<file path="src/include/rbs_pkg.sv">
package rbs_pkg;

   ////////////////////////////////////////////////////////////////////////////
   // Bus geometry
   localparam int unsigned ADDR_W = 4;
   localparam int unsigned DATA_W = 32;
   localparam int unsigned BE_W   = 4;
   localparam int unsigned REG_W  = 8;

   ////////////////////////////////////////////////////////////////////////////
   // Register byte offsets
   localparam logic [3:0] OFS_SRC_MASK  = 4'h0;
   localparam logic [3:0] OFS_BLANK_CTL = 4'h4;
   localparam logic [3:0] OFS_BLANK_LEN = 4'h8;
   localparam logic [3:0] OFS_STATUS    = 4'hC;

   ////////////////////////////////////////////////////////////////////////////
   // Source mask fields
   localparam int unsigned BIT_MASK_INPUT_PIN = 7;
   localparam int unsigned BIT_MASK_CMP3      = 3;
   localparam int unsigned BIT_MASK_CMP2      = 2;
   localparam int unsigned BIT_MASK_CMP1      = 1;
   localparam logic [7:0]  SRC_MASK_WR_BITS   = 8'h8E;
   localparam logic [7:0]  SRC_MASK_RESET     = 8'h00;

   ////////////////////////////////////////////////////////////////////////////
   // Blanking control fields
   localparam int unsigned BLANK_MODE_LSB    = 0;
   localparam int unsigned BLANK_MODE_W      = 2;
   localparam logic [7:0]  BLANK_CTL_WR_BITS = 8'h03;
   localparam logic [7:0]  BLANK_CTL_RESET   = 8'h00;
   localparam logic [7:0]  BLANK_LEN_RESET   = 8'h00;

   typedef enum logic [1:0]
   {
      RBS_MODE_NONE      = 2'h0,
      RBS_MODE_IMMEDIATE = 2'h1,
      RBS_MODE_RSVD2     = 2'h2,
      RBS_MODE_RSVD3     = 2'h3
   } rbs_mode_t;

   ////////////////////////////////////////////////////////////////////////////
   // Status fields
   localparam int unsigned BIT_STAT_BLANK   = 0;
   localparam int unsigned STAT_SRC_LSB     = 1;

   ////////////////////////////////////////////////////////////////////////////
   // Sources
   localparam int unsigned NUM_CMP = 3;
   localparam int unsigned NUM_SRC = 4;

endpackage : rbs_pkg

</file>
<file path="src/design/rbs_rise_blank_top.sv">
// Implementation choices: the placing of the registers and the Avalon-MM interface to the registers.
`timescale 1ns/1ps

// Overview of operation
// - Mask bit 7 set blanks the external event input during blanking.
// - Mask bit 3 set blanks synchronized comparator three during blanking.
// - Mask bit 2 set blanks synchronized comparator two during blanking.
// - Mask bit 1 set blanks synchronized comparator one during blanking.
// - Bits six to four and zero read zero; writes there ignored.
// - Mask bits are read/write and clear to zero on any reset.
// - Mode 00 no blanking, 01 immediate; 10 and 11 reserved.

module rbs_rise_blank_top
(
   input  wire logic                        clk,
   input  wire logic                        rst_b,
   input  wire logic [rbs_pkg::ADDR_W-1:0]  avs_address,
   input  wire logic                        avs_read,
   input  wire logic                        avs_write,
   input  wire logic [rbs_pkg::DATA_W-1:0]  avs_writedata,
   input  wire logic [rbs_pkg::BE_W-1:0]    avs_byteenable,
   output logic      [rbs_pkg::DATA_W-1:0]  avs_readdata,
   output logic                             avs_waitrequest,
   input  wire logic                        extEventInput,
   input  wire logic [rbs_pkg::NUM_CMP-1:0] cmpOutRaw,
   input  wire logic                        riseEdgeStart,
   output logic      [rbs_pkg::NUM_SRC-1:0] gatedSources,
   output logic                             sourceEvent,
   output logic                             blankActive
);

   ////////////////////////////////////////////////////////////////////////////
   // Helpers

   function automatic logic regHit
   (
      input logic [rbs_pkg::ADDR_W-1:0] addr,
      input logic [rbs_pkg::ADDR_W-1:0] ofs
   );
      regHit = (addr == ofs);
   endfunction : regHit

   function automatic logic modeBlanks
   (
      input logic [rbs_pkg::BLANK_MODE_W-1:0] mode
   );
      // Reserved codes behave as no blanking
      modeBlanks = (mode == rbs_pkg::RBS_MODE_IMMEDIATE);
   endfunction : modeBlanks

   ////////////////////////////////////////////////////////////////////////////
   // Declarations

   logic [rbs_pkg::REG_W-1:0]   srcMask_q;
   logic [rbs_pkg::REG_W-1:0]   blankCtl_q;
   logic [rbs_pkg::REG_W-1:0]   blankLen_q;
   logic [rbs_pkg::REG_W-1:0]   blankCnt_q;
   logic [rbs_pkg::REG_W-1:0]   blankCnt_d;
   logic [rbs_pkg::DATA_W-1:0]  readData_q;
   logic [rbs_pkg::DATA_W-1:0]  readData_d;
   logic                        waitReq_q;
   logic [rbs_pkg::NUM_CMP-1:0] cmpSynced;
   logic [rbs_pkg::NUM_SRC-1:0] srcLevel;
   logic [rbs_pkg::NUM_SRC-1:0] srcMaskBits;
   logic [rbs_pkg::NUM_SRC-1:0] gated_d;
   logic [rbs_pkg::NUM_SRC-1:0] gated_q;
   logic                        srcEvent_q;
   logic                        blankActive_q;
   logic                        blankNow;
   logic                        accessGo;
   logic                        writeGo;
   logic                        wrLow;
   logic [rbs_pkg::REG_W-1:0]   wrByte;
   logic [rbs_pkg::BLANK_MODE_W-1:0] riseMode;

   ////////////////////////////////////////////////////////////////////////////
   // Comparator synchronizers

   genvar gi;
   generate
      for (gi = 0; gi < rbs_pkg::NUM_CMP; gi++)
      begin : gCmpSync
         rbs_sync2 uSync
         (
            .clk     (clk),
            .rst_b   (rst_b),
            .asyncIn (cmpOutRaw[gi]),
            .syncOut (cmpSynced[gi])
         );
      end
   endgenerate

   ////////////////////////////////////////////////////////////////////////////
   // Avalon-MM slave handshake

   // Request held one cycle with waitrequest high, then taken
   assign accessGo = (avs_read | avs_write) & waitReq_q;
   assign writeGo  = avs_write & ~waitReq_q;
   assign wrLow    = writeGo & avs_byteenable[0];
   assign wrByte   = avs_writedata[rbs_pkg::REG_W-1:0];

   always_ff @(posedge clk or negedge rst_b)
   begin
      if (!rst_b)
      begin
         waitReq_q <= 1'b1;
      end
      else if (accessGo)
      begin
         waitReq_q <= 1'b0;
      end
      else
      begin
         waitReq_q <= 1'b1;
      end
   end

   always_comb
   begin
      readData_d = '0;
      if (regHit(avs_address, rbs_pkg::OFS_SRC_MASK))
      begin
         readData_d[rbs_pkg::REG_W-1:0] = srcMask_q & rbs_pkg::SRC_MASK_WR_BITS;
      end
      else if (regHit(avs_address, rbs_pkg::OFS_BLANK_CTL))
      begin
         readData_d[rbs_pkg::REG_W-1:0] = blankCtl_q & rbs_pkg::BLANK_CTL_WR_BITS;
      end
      else if (regHit(avs_address, rbs_pkg::OFS_BLANK_LEN))
      begin
         readData_d[rbs_pkg::REG_W-1:0] = blankLen_q;
      end
      else if (regHit(avs_address, rbs_pkg::OFS_STATUS))
      begin
         readData_d[rbs_pkg::BIT_STAT_BLANK] = blankActive_q;
         readData_d[rbs_pkg::STAT_SRC_LSB +: rbs_pkg::NUM_SRC] = srcLevel;
      end
   end

   always_ff @(posedge clk or negedge rst_b)
   begin
      if (!rst_b)
      begin
         readData_q <= '0;
      end
      else if (accessGo & avs_read)
      begin
         readData_q <= readData_d;
      end
   end

   ////////////////////////////////////////////////////////////////////////////
   // Configuration registers

   always_ff @(posedge clk or negedge rst_b)
   begin
      if (!rst_b)
      begin
         srcMask_q <= rbs_pkg::SRC_MASK_RESET;
      end
      else if (wrLow & regHit(avs_address, rbs_pkg::OFS_SRC_MASK))
      begin
         srcMask_q <= wrByte & rbs_pkg::SRC_MASK_WR_BITS;
      end
   end

   always_ff @(posedge clk or negedge rst_b)
   begin
      if (!rst_b)
      begin
         blankCtl_q <= rbs_pkg::BLANK_CTL_RESET;
      end
      else if (wrLow & regHit(avs_address, rbs_pkg::OFS_BLANK_CTL))
      begin
         blankCtl_q <= wrByte & rbs_pkg::BLANK_CTL_WR_BITS;
      end
   end

   always_ff @(posedge clk or negedge rst_b)
   begin
      if (!rst_b)
      begin
         blankLen_q <= rbs_pkg::BLANK_LEN_RESET;
      end
      else if (wrLow & regHit(avs_address, rbs_pkg::OFS_BLANK_LEN))
      begin
         blankLen_q <= wrByte;
      end
   end

   ////////////////////////////////////////////////////////////////////////////
   // Blanking interval

   assign riseMode = blankCtl_q[rbs_pkg::BLANK_MODE_LSB +: rbs_pkg::BLANK_MODE_W];

   always_comb
   begin
      blankCnt_d = blankCnt_q;
      if (!modeBlanks(riseMode))
      begin
         blankCnt_d = '0;
      end
      else if (riseEdgeStart)
      begin
         blankCnt_d = blankLen_q;
      end
      else if (blankCnt_q != '0)
      begin
         blankCnt_d = blankCnt_q - 8'h01;
      end
   end

   always_ff @(posedge clk or negedge rst_b)
   begin
      if (!rst_b)
      begin
         blankCnt_q <= '0;
      end
      else
      begin
         blankCnt_q <= blankCnt_d;
      end
   end

   assign blankNow = (blankCnt_q != '0);

   always_ff @(posedge clk or negedge rst_b)
   begin
      if (!rst_b)
      begin
         blankActive_q <= 1'b0;
      end
      else
      begin
         blankActive_q <= blankNow;
      end
   end

   ////////////////////////////////////////////////////////////////////////////
   // Source gating

   // Order: cmp1, cmp2, cmp3, external input
   assign srcLevel = {extEventInput, cmpSynced};

   assign srcMaskBits[0] = srcMask_q[rbs_pkg::BIT_MASK_CMP1];
   assign srcMaskBits[1] = srcMask_q[rbs_pkg::BIT_MASK_CMP2];
   assign srcMaskBits[2] = srcMask_q[rbs_pkg::BIT_MASK_CMP3];
   assign srcMaskBits[3] = srcMask_q[rbs_pkg::BIT_MASK_INPUT_PIN];

   // A masked source passes only outside the blanking interval
   assign gated_d = srcLevel & ~(srcMaskBits & {rbs_pkg::NUM_SRC{blankNow}});

   always_ff @(posedge clk or negedge rst_b)
   begin
      if (!rst_b)
      begin
         gated_q <= '0;
      end
      else
      begin
         gated_q <= gated_d;
      end
   end

   // One-cycle pulse on any newly passing source
   always_ff @(posedge clk or negedge rst_b)
   begin
      if (!rst_b)
      begin
         srcEvent_q <= 1'b0;
      end
      else
      begin
         srcEvent_q <= |(gated_d & ~gated_q);
      end
   end

   ////////////////////////////////////////////////////////////////////////////
   // Outputs

   assign avs_readdata    = readData_q;
   assign avs_waitrequest = waitReq_q;
   assign gatedSources    = gated_q;
   assign sourceEvent     = srcEvent_q;
   assign blankActive     = blankActive_q;

endmodule : rbs_rise_blank_top

</file>
<file path="src/design/rbs_sync2.sv">
`timescale 1ns/1ps

module rbs_sync2
(
   input  wire logic clk,
   input  wire logic rst_b,
   input  wire logic asyncIn,
   output logic      syncOut
);

   logic stage1_q;
   logic stage2_q;

   // First stage feeds only the second
   always_ff @(posedge clk or negedge rst_b)
   begin
      if (!rst_b)
      begin
         stage1_q <= 1'b0;
         stage2_q <= 1'b0;
      end
      else
      begin
         stage1_q <= asyncIn;
         stage2_q <= stage1_q;
      end
   end

   assign syncOut = stage2_q;

endmodule : rbs_sync2

</file>
<file path="config.mk">
export PLATFORM = sky130hd
export DESIGN_NAME = rbs_rise_blank_top
export DESIGN_NICKNAME = d
export VERILOG_FILES = /design/src/include/rbs_pkg.sv /design/src/design/rbs_rise_blank_top.sv /design/src/design/rbs_sync2.sv
export SDC_FILE = /design/constraint.sdc
export NUM_CORES = 1
export LEC_CHECK = 0
export BUFFER_PORTS_ARGS = -buffer_cell sky130_fd_sc_hd__buf_2
export CAP_MARGIN = 10
export CORE_ASPECT_RATIO = 1.4
export CORE_UTILIZATION = 40
export CTS_CLUSTER_SIZE = 30
export DETAILED_ROUTE_END_ITERATION = 8
export PLACE_DENSITY = 0.77
export SLEW_MARGIN = 40
export SYNTH_ARGS = -nofsm -noshare
export SYNTH_HDL_FRONTEND = slang
export SYNTH_SLANG_ARGS = --single-unit
export TNS_END_PERCENT = 100
</file>
<file path="constraint.sdc">
create_clock -name clk -period 5.7 [get_ports clk]
set_input_delay 0.855 -clock clk [delete_from_list [all_inputs] [get_ports clk]]
set_output_delay 0.855 -clock clk [all_outputs]
set_load 0.005 [all_outputs]
</file>
==> results of run 1 <==
-- cell families (layout without fill, tap and decap cells) --
family | Yosys count | count (layout) | share of synthesized area (%)
AO/OA/AOI/OAI | 30 | 30 | 9.71
XOR/XNOR | 6 | 6 | 2.58
adder cells (fa/ha/maj) | 1 | 1 | 0.614
buffers and inverters | 33 | 48 | 10.9
flip-flops | 43 | 43 | 52.9
multiplexers | 22 | 22 | 12.7
other | 1 | 24 | 0.184
AND/OR/NAND/NOR | 42 | 42 | 10.4
-- through the flow --
| step | total power (uW) | setup slack (ns) | area, sq um | std cells |
|---|---|---|---|---|
| after floorplan | 474 | 3.56 | 2120 | 201 |
| after global placement | 501 | 3.12 | 2180 | 272 |
| after detailed placement | 505 | 3.08 | 2180 | 272 |
| after CTS | 715 | 3.38 | 2280 | 280 |
| after global routing | 741 | 3.26 | 2280 | 280 |
| final | 710 | 3.36 | 2280 | 280 |
-- registers in the layout (all words and copies together), names as in the netlist --
| register | count |
|---|---|
| avs_readdata | 8 |
| avs_waitrequest | 1 |
| blankActive | 1 |
| blankCnt_q | 8 |
| blankCtl_q | 2 |
| blankLen_q | 8 |
| gCmpSync.uSync.stage1_q | 3 |
| gCmpSync.uSync.syncOut | 3 |
| gatedSources | 4 |
| sourceEvent | 1 |
| srcMask_q | 4 |
-- routing by layer --
metal / routed length, um / track usage, % / vias up
li1: - / - / 645
met1: 1550 / 17.1 / 671
met2: 2020 / 26.9 / 42
met3: 110 / 1.97 / 8
met4: 78 / 7.61 / 0
met5: 0 / 0 / -
-- synthesized netlist by cell type --
cell and instances:
dfrtp_1 42, buf_4 24, mux2_2 17, nand2_1 10
nor2_1 10, o21ai_0 8, a21oi_1 6, nand2b_1 6
nand3_1 5, a211oi_1 4, a21boi_0 4, a22o_1 4
inv_1 4, xnor2_1 4, clkbuf_1 3, mux2i_1 3
nor3_1 3, nor4_1 2, or4_1 2, xor2_1 2
a21oi_2 1, a32o_1 1, and2b_1 1, buf_1 1
buf_6 1, conb_1 1, dfstp_2 1, ha_1 1
mux2_4 1, mux4_2 1, nand3b_1 1, nor2b_1 1
o21ai_1 1, o41ai_1 1, or3_4 1
-- area by class of cell --
class	instances	area, sq um	share of cell area, %
inverters	4	15.0	0.659
multi-input cells	125	825	36.2
well taps	64	80.1	3.51
clock buffers	8	100	4.39
flip-flops and latches	43	1080	47.3
repair buffers	36	183	8.01
-- worst min-delay path by stage --
stage                                endpoint  cells past startpoint
detailed placement  gCmpSync[1].uSync.syncOut                      0
global route        gCmpSync[1].uSync.syncOut                      0
floorplan           gCmpSync[0].uSync.syncOut                      0
CTS                 gCmpSync[1].uSync.syncOut                      0
global placement    gCmpSync[1].uSync.syncOut                      0
finish              gCmpSync[1].uSync.syncOut                      0
-- where the power goes --
group	total, uW	internal, uW	switching [uW]
combinational	141	67.4	73.1
clock	210	111	99.8
sequential	359	336	22.4
total	710	514	195
==> summary.md, run 1 <==
| Metric | Value |
|---|---|
| # diodes | 0 |
| Antenna violations before repair | 0 |
| FILL cells | 465 |
| CP max stage cell | nor2_1 |
| Hold Fails Final Rpt | 0 |
| DRT Pass-1 Iters | 4 |
| Startpoint types | input pin |
| Period utilisation layout | 41.0% |
| Max_slew headroom | 50.2% |
| First-pass GRT wire length | 6120 um |
| Setup TNS | 0 ns |
| Vias per inst | 4.88 |
| Proportion of layout cells with a drive suffix above 1 | 30.1% |
| WL final | 3760 um |
| Pleak | 0.00112 uW |
| Global route overflow | 0 |
| Worst min-delay path startpoint | gCmpSync[1].uSync.stage1_q |
| Most common cell after layout, fill and taps aside | dfrtp_1 |
| Area grow syn2layout | 11.9% |
| Post-layout min period | 2.34 ns |
| Clk buf depth | 2 |
| Synth area leader | dfrtp_1 |
| HP Class | flop to flop |
| Gr usage total | 14.8% |
| Max Fanout on Critical Path | 11 |
| CP endpoint kind | flop |
| Post-route ant nets | 0 |
| Setup violations, final | 0 |
| Clock root cell | clkbuf_8 |
| Routed length per instance | 13.4 um |
| Status | finished clean |
| CTS tree | yes |
| Hold WS | 0.347 ns |
| Clock transition at path regs | 0.08 ns |
| Levels on crit path | 5 |
| WP buf/inv | 1 |
| Die width | 62.3 um |
| Setup Skew | 0.00380 ns |
| Worst R2R End | blankCnt_q[6] |
| Starting Density | 41.7% |
| VDD IR-drop max | 0.000192 V |
| Syn Inst Count | 178 |
| Clock Latency Late Sink | 0.29 ns |
| DP Wirelength | 2850 um |
| CP endpoint | blankLen_q[7] |
| Max Clk Rate | 427 MHz |
| Post-CTS sizing | 0 |
| Post-synthesis sequential element count | 43 |
| Power density over the cells | 311 nW/um^2 |
| # port buffers | 36 |
| Ranking of synthesized cells by area | dfrtp_1 (52%), mux2_2 (9.4%), buf_4 (8.8%) |
| DRT iter0 DRCs | 23 |
| CORE AREA | 4880 sq um |
| Most frequent cells in the layout | dfrtp_1 (42), buf_2 (35), conb_1 (24) |
| Worst path cell trace | buf_2 > nor3_1 > nand2_1 > nor2_1 > mux2_2 |
| H-tree levels | 2 |
| RSZ-0062 raised after global routing | no |
| CTS buffer count | 5 |
| Die Height | 86.4 um |
| Vias | 1366 |
| Critical path launch point | avs_address[2] |
| Max-slew violations | 0 |
| Crit Path Class | input pin to flop |
| Hold buffers post-CTS | 0 |
| Final nets | 265 |
| Worst Path Arrival | 2.52 ns |
| Full die area | 5390 sq um |
| Mapped cell area | 2040 sq um |
| RR Startpoint | blankCnt_q[4] |
| Syn_area_per_cell | 11.4 sq um |
| Post-synthesis sequential area ratio | 52.9% |
| Required @ worst endpoint | 5.88 ns |
| Family with the most delay on the worst path | simple AND/OR/NAND/NOR gates |
| Post-CTS setup buffer count | 0 |
| Fin util | 46.7% |
| Reg2reg path depth | 4 |
| Vias in the first global route | 1293 |
| Flop2flop setup slack | 3.63 ns |
| Worst Tran Pin Value | 0.744 ns |
| Post-synth top area share | 51.6% |
| CTS Sinks | 43 |
| CP peak stage delay | 0.60 ns |
| Netlist cell types | 35 |
| Ports | 88 |
| Pin count of the biggest net entering global routing | 44 |
| Max-Cap Viols | 0 |
| Routability cong. | 0.779 |
| Ys Warns | 0 |
| # DRC | 0 |
| # rows | 30 |
No activity file was read; power rests on OpenSTA's default activity.
==> run 2: changes to the inputs <==
ABC_AREA = 1   (was unset)
PLACE_DENSITY = 0.76   (was 0.77)
clock period = 2.2 ns   (was 5.7 ns; I/O delays follow)
==> run 2 against run 1 <==
  * The run now ends with negative hold slack left
  * First-iteration DRC count rose by 100%
  * Count of clock-buffer cells in the layout down 3
  * Synthesized area up 5.7%
  * Clock power up 140%
  * Cell count rose by 30%
  * Sequential share of layout area shrank 2.6 points
  * Critical endpoint is now blankCnt_q[7]
  * Highest routed layer unchanged
==> summary.md, run 2 <==
| Metric | Value |
|---|---|
| Status | finished with violations |
| Violated checks | negative hold slack |
| First-pass GRT wire length | 6910 um (+13%) |
| Final worst slack | 0.634 ns (-2.73 ns) |
| Worst path cell trace | inv_1 > ha_1 > nand2_2 > nor2_4 > nand2_2 > nand2_2 > nor2_1 > o21ai_1 > inv_1 |
| Non-filler cells, final | 365 (+30%) |
| Max-Cap Viols | 0 (unchanged) |
| Post-synth EDFFs | 0 (unchanged) |
| Final nets | 348 (+31%) |
| Worst path most repeated cell | nand2_2 |
| Vias | 1679 (+23%) |
| Async set or reset register ratio after synthesis | 100% (unchanged) |
| WL final | 4230 um (+13%) |
| Sequential cell area | 1080 sq um (unchanged) |
| Clock root cell | clkbuf_8 |
| Die width | 64.0 um (+2.7%) |
| Clock Latency Late Sink | 0.30 ns (about the same) |
| Ys Warns | 0 (unchanged) |
| FILL cells | 530 (+14%) |
| Post-synthesis sequential area ratio | 50.0% (-2.9 points) |
| Clock transition at path regs | 0.08 ns (about the same) |
| Top-count cell post-synth | nand2_1 |
| Most common cell after layout, fill and taps aside | nand2_1 |
| Max-slew violations | 0 (unchanged) |
| Area grow syn2layout | 12.1% |
| Startpoint types | flop |
| Period utilisation layout | 71.2% |
| Hold WS | -0.00212 ns (-0.349 ns) |
| CTS Sinks | 43 (unchanged) |
| CP peak stage delay | 0.42 ns (-0.18 ns) |
| H-tree levels | 2 (unchanged) |
| Xor/xnor share of the synthesized area | 0% (-2.6 points) |
| Ranking of synthesized cells by area | dfrtp_1 (49%), nand2_1 (11%), buf_4 (8.7%) |
| Crit Path Class | flop to flop |
| CP endpoint kind | flop |
| Placed Cells | 357 (+31%) |
| DRT Pass-1 Iters | 4 (unchanged) |
| Routed length per instance | 11.6 um (-14%) |
| Ys flop type | dfrtp_1 |
| Required @ worst endpoint | 2.39 ns (-3.49 ns) |
| Fraction of the mapped netlist area in simple logic gates | 23.2% (+13 points) |
| Post-CTS sizing | 0 (unchanged) |
| Post-route ant nets | 0 (unchanged) |
| CORE AREA | 5160 sq um (+5.7%) |
| Syn_area_per_cell | 8.38 sq um (-27%) |
| # port buffers | 36 (unchanged) |
| Clk buf depth | 2 (unchanged) |
| Max Fanout on Critical Path | 8 (-3) |
| Proportion of layout cells with a drive suffix above 1 | 21.7% (-8.4 points) |
| HP Class | input pin to async pin |
| Power density over the cells | 752 nW/um^2 (+140%) |
| Most frequent cells in the layout | nand2_1 (62), dfrtp_1 (42), buf_2 (36) |
| Vias per inst | 4.60 (-5.7%) |
| DRT iter0 DRCs | 46 (+100%) |
| Ports | 88 (unchanged) |
| Die Height | 88.8 um (+2.8%) |
| Gr usage total | 16.3% (+1.5 points) |
| Setup TNS | 0 ns (unchanged) |
| Post-layout min period | 1.57 ns |
| # diodes | 0 (unchanged) |
| Hold Fails Final Rpt | 13 (+13) |
| Post-place setup slack | 0.636 ns (-2.44 ns) |
| CTS buffer count | 5 (unchanged) |
| DP Wirelength | 3220 um (+13%) |
| Routability cong. | 0.840 (+7.8%) |
| Synth area leader | dfrtp_1 |
| Post-synth top area share | 48.8% (-2.8 points) |
| # DRC | 0 (unchanged) |
| Starting Density | 41.7% (about the same) |
| Netlist cell types | 29 (-17%) |
| Adder-Cell Fraction of Synth Area | 0.581% (-0.033 points) |
| Complex-gate fraction of the synthesized area | 11.2% (+1.5 points) |
| Full die area | 5690 sq um (+5.6%) |
| Setup violations, final | 0 (unchanged) |
| Pleak | 0.00131 uW (+17%) |
| Setup Skew | 0.00478 ns (+0.000979 ns) |
| Vias in the first global route | 1608 (+24%) |
| Worst Path Arrival | 1.76 ns (-0.76 ns) |
| Hold buffers post-CTS | 0 (unchanged) |
| Main combinational cell family by area after synthesis | simple AND/OR/NAND/NOR gates |
| # rows | 31 (+3.3%) |
| Global route overflow | 0 (unchanged) |
| Mapped cell area | 2150 sq um (+5.7%) |
| CTS tree | yes |
| Pin count of the biggest net entering global routing | 44 (unchanged) |
| Antenna violations before repair | 0 (unchanged) |
| VDD IR-drop max | 0.000526 V (+170%) |
| Max Clk Rate | 639 MHz |
| Multi-input combinational cell area | 842 sq um (+2.1%) |
| Total power | 1810 uW (+160%) |
| CP max stage cell | dfrtp_1 |
| Synth top cells by count | nand2_1 (62), dfrtp_1 (42), inv_1 (31) |
| Post-synthesis sequential element count | 43 (unchanged) |
| RSZ-0062 raised after global routing | no |
| Syn Inst Count | 257 (+44%) |
| Post-CTS setup buffer count | 0 (unchanged) |
| Multiplexer area fraction after synthesis | 0% (-13 points) |
## run 2: cell types whose count changed in the layout (fill, tap and decap cells not counted), moves of 6 or more
| cell | previous run | this run |
|---|---|---|
| nand2_1 | 10 | 62 |
| inv_1 | 4 | 31 |
| mux2_2 | 17 | 0 |
| o21ai_0 | 8 | 22 |
| nor2_1 | 10 | 21 |
| nand3_1 | 5 | 15 |
| nand2b_1 | 6 | 0 |
## run 2: where the power goes
group          total (uW)  internal [uW]  switching [uW]  leakage, uW
Combinational         370            144             226     0.000722
Clock                 502            221             281    0.0000402
Sequential            943            879            63.6     0.000549
Total                1810           1240             571      0.00131
## run 2: per-stage QoR
step	area, sq um	util [%]
after floorplan	2240	-
after global placement	2330	45.1
after detailed placement	2330	45.1
after CTS	2410	46.8
after global routing	2410	46.8
final	2410	46.8
## run 2: final timing paths
| check | from | end | slack, ns | cells past startpoint |
|---|---|---|---|---|
| min in group clk | cmpOutRaw[2] | gCmpSync[2].uSync.stage1_q | 0.13 | 1 |
| worst min-delay path | rst_b | gCmpSync[2].uSync.syncOut | -0.002 | 2 |
| worst max-delay path | blankCnt_q[0] | blankCnt_q[7] | 0.63 | 9 |
| worst min register to register | gCmpSync[2].uSync.stage1_q | gCmpSync[2].uSync.syncOut | 0.35 | 0 |
| max in group asynchronous | rst_b | avs_waitrequest | 1.94 | 2 |
| worst max register to register | blankCnt_q[0] | blankCnt_q[7] | 0.63 | 9 |
## run 2: layer usage
layer / global-route usage (%) / vias up / part of all wire [%]
met4: 11.0 / 0 / 3.2
li1: - / 840 / -
met5: 0 / - / 0
met3: 2.45 / 11 / 3.4
met1: 15.9 / 780 / 40
met2: 31.4 / 48 / 53
## run 2: worst max-delay path: cells and delay by family, from the launching register on
kind	cells	cell delay (ns)
simple gates	5	0.60
flops	1	0.42
fa+ha+maj	1	0.22
buf+inv	2	0.14
compound gates	1	0.08
## run 2: final cells by class
| cell class | instances | share of cell area (%) |
|---|---|---|
| inverters | 31 | 4.82 |
| flip-flops and latches | 43 | 44.6 |
| repair buffers | 38 | 8.60 |
| well taps | 66 | 3.42 |
| clock buffers | 5 | 2.85 |
| multi-input cells | 179 | 34.9 |
| clock inverters | 3 | 0.829 |
## run 2: cells by family after synthesis
group | after synthesis
flops | 43
fa+ha+maj | 1
buf+inv | 58
other cells | 1
simple gates | 114
compound gates | 40
==> run 3: changes to the inputs <==
clock period = 1.48 ns   (was 2.2 ns; I/O delays follow)
==> run 3 against run 2 <==
  * The run now ends clean
  * Sequential power grew 48%
  * Cell count grew 2.2%
  * Highest routed layer unchanged
  * Maximum frequency grew 11%
==> summary.md, run 3 (synthesis results as in run 2) <==
| Metric | Value |
|---|---|
| CTS Sinks | 43 (unchanged) |
| Sequential cell area | 1080 sq um (unchanged) |
| Startpoint types | flop |
| Hold Fails Final Rpt | 0 (-13) |
| CP endpoint kind | flop |
| Full die area | 5690 sq um (unchanged) |
| Non-filler cells, final | 373 (+2.2%) |
| Final worst slack | 0.0723 ns (-0.562 ns) |
| Power density over the cells | 1230 nW/um^2 (+64%) |
| HP Class | input pin to flop |
| Status | finished clean |
| Fin area | 2550 sq um (+5.6%) |
| WL final | 4550 um (+7.6%) |
| Worst Path Arrival | 1.64 ns (-0.12 ns) |
| Post-place setup slack | 0.0427 ns (-0.593 ns) |
| Hold WS | 0.0178 ns (+0.0199 ns) |
| Clock Latency Late Sink | 0.30 ns (about the same) |
| Pleak | 0.00138 uW (+5.2%) |
| Ports | 88 (unchanged) |
| Die Height | 88.8 um (unchanged) |
| Routed length per instance | 12.2 um (+5.3%) |
| Routability cong. | 0.878 (+4.5%) |
| Vias in the first global route | 1651 (+2.7%) |
| Period utilisation layout | 95.1% (+24 points) |
| DP Wirelength | 3320 um (+3.1%) |
| # rows | 31 (unchanged) |
| Post-place instance area | 2360 sq um (+1.6%) |
| CORE AREA | 5160 sq um (unchanged) |
| DRT Pass-1 Iters | 4 (unchanged) |
| VDD IR-drop max | 0.000884 V (+68%) |
| Required @ worst endpoint | 1.71 ns (-0.68 ns) |
| Clock root cell | clkbuf_8 |
| Most frequent cells in the layout | nand2_1 (61), dfrtp_1 (42), buf_2 (36) |
| Post-route ant nets | 0 (unchanged) |
| Antenna violations before repair | 0 (unchanged) |
| First-pass GRT wire length | 7290 um (+5.5%) |
| Setup Skew | 0.00908 ns (+0.00430 ns) |
| FILL cells | 504 (-4.9%) |
| Fin util | 49.4% (+2.6 points) |
| Final nets | 356 (+2.3%) |
| # diodes | 0 (unchanged) |
| Gr usage total | 17.2% (+0.93 points) |
| Clock transition at path regs | 0.09 ns (about the same) |
| Placed Cells | 362 (+1.4%) |
| CTS tree | yes |
| H-tree levels | 2 (unchanged) |
| CP max stage cell | dfrtp_1 |
| Clk buf depth | 2 (unchanged) |
| Worst path cell trace | inv_1 > ha_2 > buf_4 > inv_1 > nor2_4 > nand4_1 > nand2_1 > nand2_1 > a21oi_1 |
| # DRC | 0 (unchanged) |
| Vias | 1766 (+5.2%) |
| Flop2flop setup slack | 0.07 ns (-0.56 ns) |
| Max Fanout on Critical Path | 3 (-5) |
| Global route overflow | 0 (unchanged) |
| CP peak stage delay | 0.40 ns (-0.02 ns) |
| CTS buffer count | 5 (unchanged) |
| Max-slew violations | 0 (unchanged) |
| Max Clk Rate | 710 MHz (+11%) |
| Setup violations, final | 0 (unchanged) |
| Pin count of the biggest net entering global routing | 44 (unchanged) |
| Post-layout min period | 1.41 ns (-0.158 ns) |
| Max-Cap Viols | 0 (unchanged) |
| Multi-input combinational cell area | 867 sq um (+3.0%) |
| Die width | 64.0 um (unchanged) |
| DRT iter0 DRCs | 25 (-46%) |
| Starting Density | 41.7% (unchanged) |
| Crit Path Class | flop to flop |
| Area grow syn2layout | 18.4% |
| Most common cell after layout, fill and taps aside | nand2_1 |
| # port buffers | 36 (unchanged) |
| Proportion of layout cells with a drive suffix above 1 | 24.8% (+3.0 points) |
| Vias per inst | 4.73 (+2.9%) |
-- run 3: cell count changes in the layout (fill, tap and decap cells not counted), moves of 2 or more --
cell,change
buf_4,+7
bufinv_16,+2
nand2_4,+2
nor2_1,-2
o21ai_0,-2
o21ai_1,+2
-- run 3: path summary, 6_finish.rpt --
kind                                            start                         end  depth (start not counted)
max                                     blankCnt_q[1]               blankCnt_q[6]                          9
min                                      cmpOutRaw[2]  gCmpSync[2].uSync.stage1_q                          1
max reg2reg                             blankCnt_q[1]               blankCnt_q[6]                          9
min reg2reg                gCmpSync[0].uSync.stage1_q   gCmpSync[0].uSync.syncOut                          0
max in group asynchronous                       rst_b             avs_waitrequest                          3
min in group asynchronous                       rst_b                 sourceEvent                          3
-- run 3: cell type report --
cell class	instances	share of cell area, %
flip-flops and latches	43	42.2
multi-input cells	179	34.0
repair buffers	46	10.6
inverters	31	4.56
well taps	66	3.24
clock buffers	5	2.70
clock inverters	3	2.65
-- run 3: per-stage QoR --
stage / total power (uW) / setup TNS, ns
final: 3140 / 0
after global routing: 3300 / -0.0161
after CTS: 3110 / 0
after detailed placement: 2020 / 0
after global placement: 2000 / 0
after floorplan: 1810 / 0
-- run 3: where the power goes --
group	switching [uW]	internal, uW
logic	370	264
clock network	426	673
registers	94.7	1310
total	891	2240
-- run 3: worst max-delay path, delay by kind of cell, from the launching register on --
family	cells	cell delay [ns]
fa+ha+maj	1	0.22
compound gates	1	0.13
simple gates	4	0.32
flops	1	0.40
buf+inv	3	0.27
-- run 3: timing repair --
action,CTS,global route
setup endpoints to repair,0,6
setup buffers,0,2
resized for setup,0,9
endpoints found under the hold margin,42,0
hold buffers,1,0
-- run 3: metal layers --
metal / vias to the layer above / global-route usage (%) / wire length, um
met1: 827 / 18.3 / 1780
met3: 13 / 3.22 / 188
met5: - / 0 / 0
met4: 0 / 10.3 / 148
met2: 64 / 31.5 / 2440
li1: 862 / - / -
